<file path="src/sfmtg_pkg.sv">
// Shared constants for the stream and flow message traffic pair
package sfmtg_pkg;
  localparam int unsigned LANE_BITS      = 64;
  localparam int unsigned DEF_LANES      = 1;
  localparam int unsigned MS_W           = 8;
  localparam logic [7:0]  MS_MAX         = 8'hFF;
  localparam logic [7:0]  MS_FIRST       = 8'h00;
  localparam int unsigned DEF_GAP        = 16;
  localparam int unsigned FIFO_DEPTH     = 32;
  localparam logic [63:0] LFSR_SEED      = 64'hACE1_2468_1357_9BDF;
  // Taps 64,63,61,60 give a maximal-length sequence
  localparam logic [63:0] LFSR_TAPS      = 64'hD800_0000_0000_0000;
  localparam int unsigned CORE_RDY_DELAY = 1;
  localparam int unsigned BYTES_PER_LANE = 8;
endpackage

</file>
<file path="src/sfmtg_link_if.sv">
// Interface joining the traffic generator and the link core transmit side
`timescale 1ns/1ns
`default_nettype none
interface sfmtg_link_if #(
  parameter int unsigned LANES = sfmtg_pkg::DEF_LANES
) (
  input wire logic sys_clk
);
  localparam int unsigned DW = sfmtg_pkg::LANE_BITS * LANES;
  logic          rst;
  logic          link_up;
  logic [DW-1:0] tx_data;
  logic          tx_valid;
  logic          tx_ready;
  logic          flow_msg_req;
  logic [7:0]    flow_msg_size;
  logic [DW-1:0] msg_data;
  logic          msg_valid;
  logic          msg_ready;

  modport gen (
    input  sys_clk, rst, link_up, tx_ready, msg_ready,
    output tx_data, tx_valid, flow_msg_req, flow_msg_size, msg_data,
    msg_valid
  );
  modport core (
    input  sys_clk, tx_data, tx_valid, flow_msg_req, flow_msg_size,
    msg_data, msg_valid,
    output rst, link_up, tx_ready, msg_ready
  );
endinterface
`default_nettype wire

</file>
<file path="src/sfmtg_gen.sv">
// Traffic generator: LFSR stream source and numbered flow message source
`timescale 1ns/1ns
`default_nettype none
module sfmtg_gen #(
  parameter int unsigned LANES = sfmtg_pkg::DEF_LANES,
  parameter int unsigned GAP   = sfmtg_pkg::DEF_GAP
) (
  sfmtg_link_if.gen lnk,
  output logic      [7:0] msg_count,
  output logic            busy
);
  import sfmtg_pkg::*;
  localparam int unsigned DW  = LANE_BITS * LANES;
  localparam int unsigned BPW = BYTES_PER_LANE * LANES;

  initial begin
    if (LANES < 1 || LANES > 16 || GAP < 1 || GAP > 65535)
      $error("unsupported lane count or gap");
  end

  typedef enum logic [3:0] {
    SFMTG_IDLE = 4'b0001,
    SFMTG_REQ  = 4'b0010,
    SFMTG_DATA = 4'b0100,
    SFMTG_GAP  = 4'b1000
  } sfmtg_state_e;

  // Stream source: LFSR words buffered through the FIFO
  logic [63:0]   lfsr_ff, nxt_lfsr;
  logic [DW-1:0] word;
  logic          fifo_in_ready;
  logic          op;

  assign op = lnk.link_up && !lnk.rst;

  // One 64-bit LFSR step per lane, lanes taken from successive states
  always_comb begin
    logic [63:0] s;
    s = lfsr_ff;
    word = '0;
    for (int i = 0; i < int'(LANES); i++) begin
      word[DW-1-i*64 -: 64] = s;
      s = {s[62:0], ^(s & LFSR_TAPS)};
    end
    nxt_lfsr = (op && fifo_in_ready) ? s : lfsr_ff;
  end

  always_ff @(posedge lnk.sys_clk) begin
    if (lnk.rst) begin
      lfsr_ff <= LFSR_SEED;
    end else begin
      lfsr_ff <= nxt_lfsr;
    end
  end

  logic fifo_out_valid;

  // FIFO pops only on stream ready, so core stalls back-press the LFSR
  sfmtg_fifo #(
    .WIDTH (DW),
    .DEPTH (FIFO_DEPTH)
  ) u_fifo (
    .sys_clk   (lnk.sys_clk),
    .rst       (lnk.rst),
    .in_data   (word),
    .in_valid  (op),
    .in_ready  (fifo_in_ready),
    .out_data  (lnk.tx_data),
    .out_valid (fifo_out_valid),
    .out_ready (lnk.tx_ready && lnk.link_up)
  );
  // Valid stays high while the link is up once words flow; the FIFO never runs dry
  assign lnk.tx_valid = fifo_out_valid && lnk.link_up;

  // Flow message sequencer
  sfmtg_state_e  st_ff, nxt_st;
  logic [7:0]    size_ff, nxt_size;
  logic [8:0]    left_ff, nxt_left;
  logic [15:0]   gap_ff, nxt_gap;
  logic [7:0]    cnt_ff, nxt_cnt;
  logic [DW-1:0] mdata_ff, nxt_mdata;
  logic          beat;

  assign beat = lnk.msg_valid && lnk.msg_ready;

  always_comb begin
    nxt_st    = st_ff;
    nxt_size  = size_ff;
    nxt_left  = left_ff;
    nxt_gap   = gap_ff;
    nxt_cnt   = cnt_ff;
    nxt_mdata = mdata_ff;
    case (st_ff)
      SFMTG_IDLE: begin
        if (op) begin
          nxt_st   = SFMTG_REQ;
          nxt_left = 9'(size_ff) + 9'h001;
        end
      end
      SFMTG_REQ: begin
        nxt_st = SFMTG_DATA;
        // Payload: message number repeated, bytes counted from the left
        nxt_mdata = {BPW{size_ff}};
      end
      SFMTG_DATA: begin
        if (beat) begin
          if (left_ff <= 9'(BPW)) begin
            nxt_st   = SFMTG_GAP;
            nxt_gap  = 16'(GAP);
            nxt_left = '0;
            nxt_cnt  = cnt_ff + 8'h01;
            // Wraps to zero past the maximum
            nxt_size = (size_ff == MS_MAX) ? MS_FIRST
                                           : size_ff + 8'h01;
          end else begin
            nxt_left = left_ff - 9'(BPW);
          end
        end
      end
      SFMTG_GAP: begin
        if (gap_ff <= 16'h0001) begin
          nxt_st = SFMTG_IDLE;
        end else begin
          nxt_gap = gap_ff - 16'h0001;
        end
      end
      default: nxt_st = SFMTG_IDLE;
    endcase
    if (!lnk.link_up) begin
      nxt_st = SFMTG_IDLE;
    end
  end

  always_ff @(posedge lnk.sys_clk) begin
    if (lnk.rst) begin
      st_ff    <= SFMTG_IDLE;
      size_ff  <= MS_FIRST;
      left_ff  <= '0;
      gap_ff   <= '0;
      cnt_ff   <= 8'h00;
      mdata_ff <= '0;
    end else begin
      st_ff    <= nxt_st;
      size_ff  <= nxt_size;
      left_ff  <= nxt_left;
      gap_ff   <= nxt_gap;
      cnt_ff   <= nxt_cnt;
      mdata_ff <= nxt_mdata;
    end
  end

  // Request is a one-cycle pulse with the size beside it
  assign lnk.flow_msg_req  = (st_ff == SFMTG_REQ);
  assign lnk.flow_msg_size = size_ff;
  assign lnk.msg_valid     = (st_ff == SFMTG_DATA);
  assign lnk.msg_data      = mdata_ff;
  assign msg_count         = cnt_ff;
  assign busy              = (st_ff != SFMTG_IDLE);
endmodule
`default_nettype wire

</file>
<file path="src/sfmtg_fifo.sv">
// Parameterised flip-flop FIFO with valid and ready on both sides
`timescale 1ns/1ns
`default_nettype none
module sfmtg_fifo #(
  parameter int unsigned WIDTH = 64,
  parameter int unsigned DEPTH = sfmtg_pkg::FIFO_DEPTH
) (
  input  wire logic             sys_clk,
  input  wire logic             rst,
  input  wire logic [WIDTH-1:0] in_data,
  input  wire logic             in_valid,
  output logic                  in_ready,
  output logic      [WIDTH-1:0] out_data,
  output logic                  out_valid,
  input  wire logic             out_ready
);
  import sfmtg_pkg::*;
  localparam int unsigned AW = $clog2(DEPTH);

  initial begin
    if (DEPTH < 2 || (1 << AW) != DEPTH || WIDTH < 1)
      $error("fifo depth must be a power of two");
  end

  logic [WIDTH-1:0] mem_ff [DEPTH];
  logic [AW-1:0]    wr_ff, nxt_wr, rd_ff, nxt_rd;
  logic [AW:0]      cnt_ff, nxt_cnt;
  logic             push, pop;

  // Flags straight from the fill count; count is one bit wider than pointers
  assign in_ready  = (cnt_ff < (AW+1)'(DEPTH));
  assign out_valid = (cnt_ff != '0);
  assign out_data  = mem_ff[rd_ff];
  assign push      = in_valid && in_ready;
  assign pop       = out_valid && out_ready;

  // Pointer and count next state
  always_comb begin
    nxt_wr  = push ? wr_ff + 1'b1 : wr_ff;
    nxt_rd  = pop  ? rd_ff + 1'b1 : rd_ff;
    nxt_cnt = cnt_ff + (AW+1)'(push) - (AW+1)'(pop);
  end

  always_ff @(posedge sys_clk) begin
    if (rst) begin
      wr_ff  <= '0;
      rd_ff  <= '0;
      cnt_ff <= '0;
    end else begin
      wr_ff  <= nxt_wr;
      rd_ff  <= nxt_rd;
      cnt_ff <= nxt_cnt;
    end
  end

  // Storage holds no reset; only written entries are ever read
  always_ff @(posedge sys_clk) begin
    if (push) begin
      mem_ff[wr_ff] <= in_data;
    end
  end
endmodule
`default_nettype wire

</file>
<file path="src/flat_wrapper.sv">
// flat-port wrapper written by rule: the top's interface ports become plain ports
module sfmtg_gen_flat import sfmtg_pkg::*;
#(
  parameter int unsigned LANES = sfmtg_pkg::DEF_LANES,
  parameter int unsigned GAP   = sfmtg_pkg::DEF_GAP
)
  (msg_count, busy, sys_clk, lnk_rst, lnk_link_up, lnk_tx_ready, lnk_msg_ready, lnk_tx_data, lnk_tx_valid, lnk_flow_msg_req, lnk_flow_msg_size, lnk_msg_data, lnk_msg_valid);
  sfmtg_link_if #(.LANES(LANES)) lnk_i (.sys_clk(sys_clk));
  output logic      [7:0] msg_count;
  output logic busy;
  input wire logic sys_clk;
  input wire logic [$bits(lnk_i.rst)-1:0] lnk_rst;
  input wire logic [$bits(lnk_i.link_up)-1:0] lnk_link_up;
  input wire logic [$bits(lnk_i.tx_ready)-1:0] lnk_tx_ready;
  input wire logic [$bits(lnk_i.msg_ready)-1:0] lnk_msg_ready;
  output wire logic [$bits(lnk_i.tx_data)-1:0] lnk_tx_data;
  output wire logic [$bits(lnk_i.tx_valid)-1:0] lnk_tx_valid;
  output wire logic [$bits(lnk_i.flow_msg_req)-1:0] lnk_flow_msg_req;
  output wire logic [$bits(lnk_i.flow_msg_size)-1:0] lnk_flow_msg_size;
  output wire logic [$bits(lnk_i.msg_data)-1:0] lnk_msg_data;
  output wire logic [$bits(lnk_i.msg_valid)-1:0] lnk_msg_valid;
  assign lnk_i.rst = lnk_rst;
  assign lnk_i.link_up = lnk_link_up;
  assign lnk_i.tx_ready = lnk_tx_ready;
  assign lnk_i.msg_ready = lnk_msg_ready;
  assign lnk_tx_data = lnk_i.tx_data;
  assign lnk_tx_valid = lnk_i.tx_valid;
  assign lnk_flow_msg_req = lnk_i.flow_msg_req;
  assign lnk_flow_msg_size = lnk_i.flow_msg_size;
  assign lnk_msg_data = lnk_i.msg_data;
  assign lnk_msg_valid = lnk_i.msg_valid;
  sfmtg_gen #(.LANES(LANES), .GAP(GAP)) u_core (.lnk(lnk_i), .msg_count(msg_count), .busy(busy));
endmodule
</file>
<file path="config.mk">
export PLATFORM = sky130hd
export DESIGN_NAME = sfmtg_gen_flat
export DESIGN_NICKNAME = d
export VERILOG_FILES = /design/src/sfmtg_pkg.sv /design/src/sfmtg_link_if.sv /design/src/sfmtg_gen.sv /design/src/sfmtg_fifo.sv /design/src/flat_wrapper.sv
export SDC_FILE = /design/constraint.sdc
export NUM_CORES = 2
export LEC_CHECK = 0
export BUFFER_PORTS_ARGS = -buffer_cell sky130_fd_sc_hd__buf_4
export CAP_MARGIN = 30
export CORE_ASPECT_RATIO = 0.7
export CORE_MARGIN = 2
export CORE_UTILIZATION = 26
export DETAILED_ROUTE_END_ITERATION = 16
export GPL_TIMING_DRIVEN = 0
export REMOVE_ABC_BUFFERS = 1
export SLEW_MARGIN = 20
export SYNTH_ARGS = -nofsm -noshare
export SYNTH_HDL_FRONTEND = slang
export SYNTH_SLANG_ARGS = --single-unit
</file>
<file path="constraint.sdc">
create_clock -name sys_clk -period 10.7 [get_ports sys_clk]
set_input_delay 3.21 -clock sys_clk [delete_from_list [all_inputs] [get_ports sys_clk]]
set_output_delay 3.21 -clock sys_clk [all_outputs]
set_load 0.01 [all_outputs]
</file>
==> impl_metrics.tcl <==
set metrics [dict create \
    dp_slack_ns 3.13 \
    hold_viol 0 \
    syn_area_sq_um 84100 \
    grt_overflow 0 \
    final_common_cell "edfxtp_1" \
    vias_per_cell 4.77 \
    worstSkewPairLatency_ns 0.83 \
    antenna_found_initial 5 \
    slowest_delay_ns 0.78 \
    hold_buffers 0 \
    routedWlPerCell_um 24.5 \
    syn_avg_cell_area_sq_um 21.0 \
    ys.flop_type "edfxtp_1" \
    regArea_sq_um 64300 \
    die_h_um 480 \
    worstMarginPinSlew_ns 0.920 \
    whs_ns 0.468 \
    detail_route.iter0.violations 5324 \
    grt_pass1_vias 41600 \
    worstPathArrival_ns 5.01 \
    nets 4406 \
    crit_chain "buf_16, buf_16, buf_16, buf_16, buf_16, buf_12, mux4_2, mux2i_1, a22o_1, a221oi_1, buf_4" \
    grtUsageTotal_pct 12.7 \
    grt_max_degree 63 \
    rsz0062_at_grt "false" \
    numCtsBuffers 188 \
    drive_gt1_share_pct 28.8 \
    post-route-period-util_pct 76.8 \
    max-vdd-ir-drop_mv 0.134 \
    syn_inst 4009 \
    cp_max_fo 33 \
    rows 174 \
    n_fill_cell 30200 \
    maxCapViolations 0 \
    crit_required_ns 7.49 \
    drc_errors 0 \
    fin_skew_ns 0.0597 \
    max_slew_margin_pct 38.6 \
    fmax_ghz 0.122 \
    cts_tree "built" \
    crit_top_cell "buf_16" \
    status "completed" \
    io_pins 153 \
    hold_path_class "reg -> reg" \
    io_buffer_count 152 \
    grt_pass1_wl_mm 305 \
    leakagePower_nw 30.8 \
    powerDensity_nw_per_um2 188 \
    slowest_stage "dfxtp_4" \
    cts.clk_slew.worst_paths_ns 0.07 \
    multi_input_area_sq_um 18600 \
    cts.path.max_buffers 4 \
    synthDistinctLibCells 72 \
    cp_top_family "buffers and inverters" \
    area_growth_syn_to_layout_pct 21.0 \
    die_w_um 684 \
    yosysWarningCount 0 \
    drt_pass1_iterations 6 \
    drv_slew 0 \
    cts_setup_buffers 0 \
    htreeDepth 4 \
    core_area_sq_um 322000 \
    report.final.setup_viol 0 \
    worstSetupStartpointType "register" \
    final_cell_mix "edfxtp_1, mux4_2, mux2i_1" \
    power.total_mw 19.1 \
    routabilityCongestion 0.704 \
    setup_ws_ns 2.48 \
    wl_mm 217 \
    crit_buf_inv 7 \
    synth_seq_area_share_pct 76.4 \
    synth-edff-count 2048 \
    end_kind "output pin" \
    die_area_sq_um 328000 \
    cts_sinks 2186 \
    dp.cells 8462 \
    via_count 42200 \
    start_util_pct 26.2 \
    cts_resized 0 \
    instances_no_fill 8846 \
    ys_ff_latch 2186 \
    root_buffer "clkbuf_16" \
    async_flop_share_pct 0 \
    tns_ns 0 \
    finalCriticalPeriod_ns 8.22 \
    critical_path_class "reg -> out" \
    hpwl_mm 140 \
    drt.antenna.violating_nets 0 \
]
-- cell usage after synthesis, types with 7 or more instances --
master / count / area [sq um]
edfxtp_1: 2048 / 61500
mux4_2: 497 / 11200
mux2i_1: 225 / 2250
nand2_1: 159 / 597
dfxtp_1: 138 / 2760
clkbuf_1: 116 / 435
nor2_1: 105 / 394
o21ai_0: 93 / 465
a22o_1: 82 / 718
buf_4: 71 / 533
buf_2: 61 / 305
a21oi_1: 49 / 245
a221oi_1: 47 / 412
buf_1: 30 / 113
nor2b_1: 29 / 181
inv_1: 20 / 75.1
a211oi_1: 19 / 143
o31ai_1: 19 / 143
o221ai_1: 18 / 158
ha_1: 17 / 213
nand3_1: 16 / 80.1
nor3_1: 15 / 75.1
xnor2_1: 13 / 114
xor2_1: 13 / 114
nand2b_1: 9 / 56.3
nand4_1: 8 / 50.1
nand3b_1: 7 / 52.6
-- power breakdown --
group | leakage (nW) | internal, mW | switching, mW
clock | 2.91 | 3.76 | 3.05
sequential | 19.6 | 9.85 | 0.278
combinational | 8.30 | 1.04 | 1.12
total | 30.8 | 14.7 | 4.45
-- metrics by stage --
stage / util [%] / cell area (sq um)
2_1_floorplan: - / 82700
5_1_grt: 31.7 / 102000
6_report: 31.7 / 102000
3_3_place_gp: 27.7 / 89200
4_1_cts: 31.5 / 101000
3_5_place_dp: 29.6 / 95200
-- per-layer routing --
metal | track usage, % | routed length (um) | part of all wire (%) | vias up
met2 | 19.1 | 96200 | 44 | 1954
met1 | 18.8 | 96100 | 44 | 22600
met4 | 2.84 | 4630 | 2.1 | 4
li1 | - | - | - | 17400
met3 | 2.85 | 19600 | 9.0 | 292
met5 | 0 | 28 | 0.013 | -
-- sequential cells by signal (all words and copies together), names as in the netlist, named ones only --
name / count
u_core.lfsr_ff: 64
u_core.msg_count: 8
u_core.u_fifo.cnt_ff: 6
u_core.left_ff: 9
u_core.u_fifo.mem_ff: 2048
u_core.u_fifo.rd_ff: 5
u_core.lnk.flow_msg_size: 8
u_core.u_fifo.wr_ff: 5
u_core.st_ff: 4
u_core.lnk.msg_data: 8
u_core.gap_ff: 16
-- path summary, 6_finish.rpt --
| path | startpoint | endpoint | slack, ns | depth (start not counted) |
|---|---|---|---|---|
| min reg2reg | u_core.gap_ff[14] | u_core.gap_ff[14] | 0.47 | 2 |
| min | u_core.gap_ff[14] | u_core.gap_ff[14] | 0.47 | 2 |
| max | register | lnk_tx_data[25] | 2.48 | 11 |
| max reg2reg | u_core.u_fifo.cnt_ff[5] | u_core.u_fifo.mem_ff[13][32] | 7.11 | 12 |
-- cell type report --
type,count,share of cell area (%)
antenna,2,0.00492
clock buffer,256,5.05
clock inverter,83,0.811
inverter,23,0.0922
multi-input combinational,1517,18.3
sequential,2186,63.2
tap,4312,5.30
timing repair buffer,467,7.27
-- worst reg2reg max path, delay by kind of cell, from the launching register on --
| family | cells | cell delay (ns) |
|---|---|---|
| buffers and inverters | 9 | 1.89 |
| DFF | 1 | 0.35 |
| and+or+nand+nor | 3 | 1.05 |
-- kinds of logic (layout without fill, tap and decap cells) --
family,Yosys count,after routing,synth area share [%]
and+or+nand+nor,384,384,2.09
DFF,2186,2186,76.4
AOI/OAI and AO/OA,364,364,3.11
buffers and inverters,306,829,1.82
xor gates and xnor gates,26,26,0.271
other,0,2,0
adders and majority gates,18,18,0.277
muxes,725,725,16.0
Power figures use the tool's default switching activity.
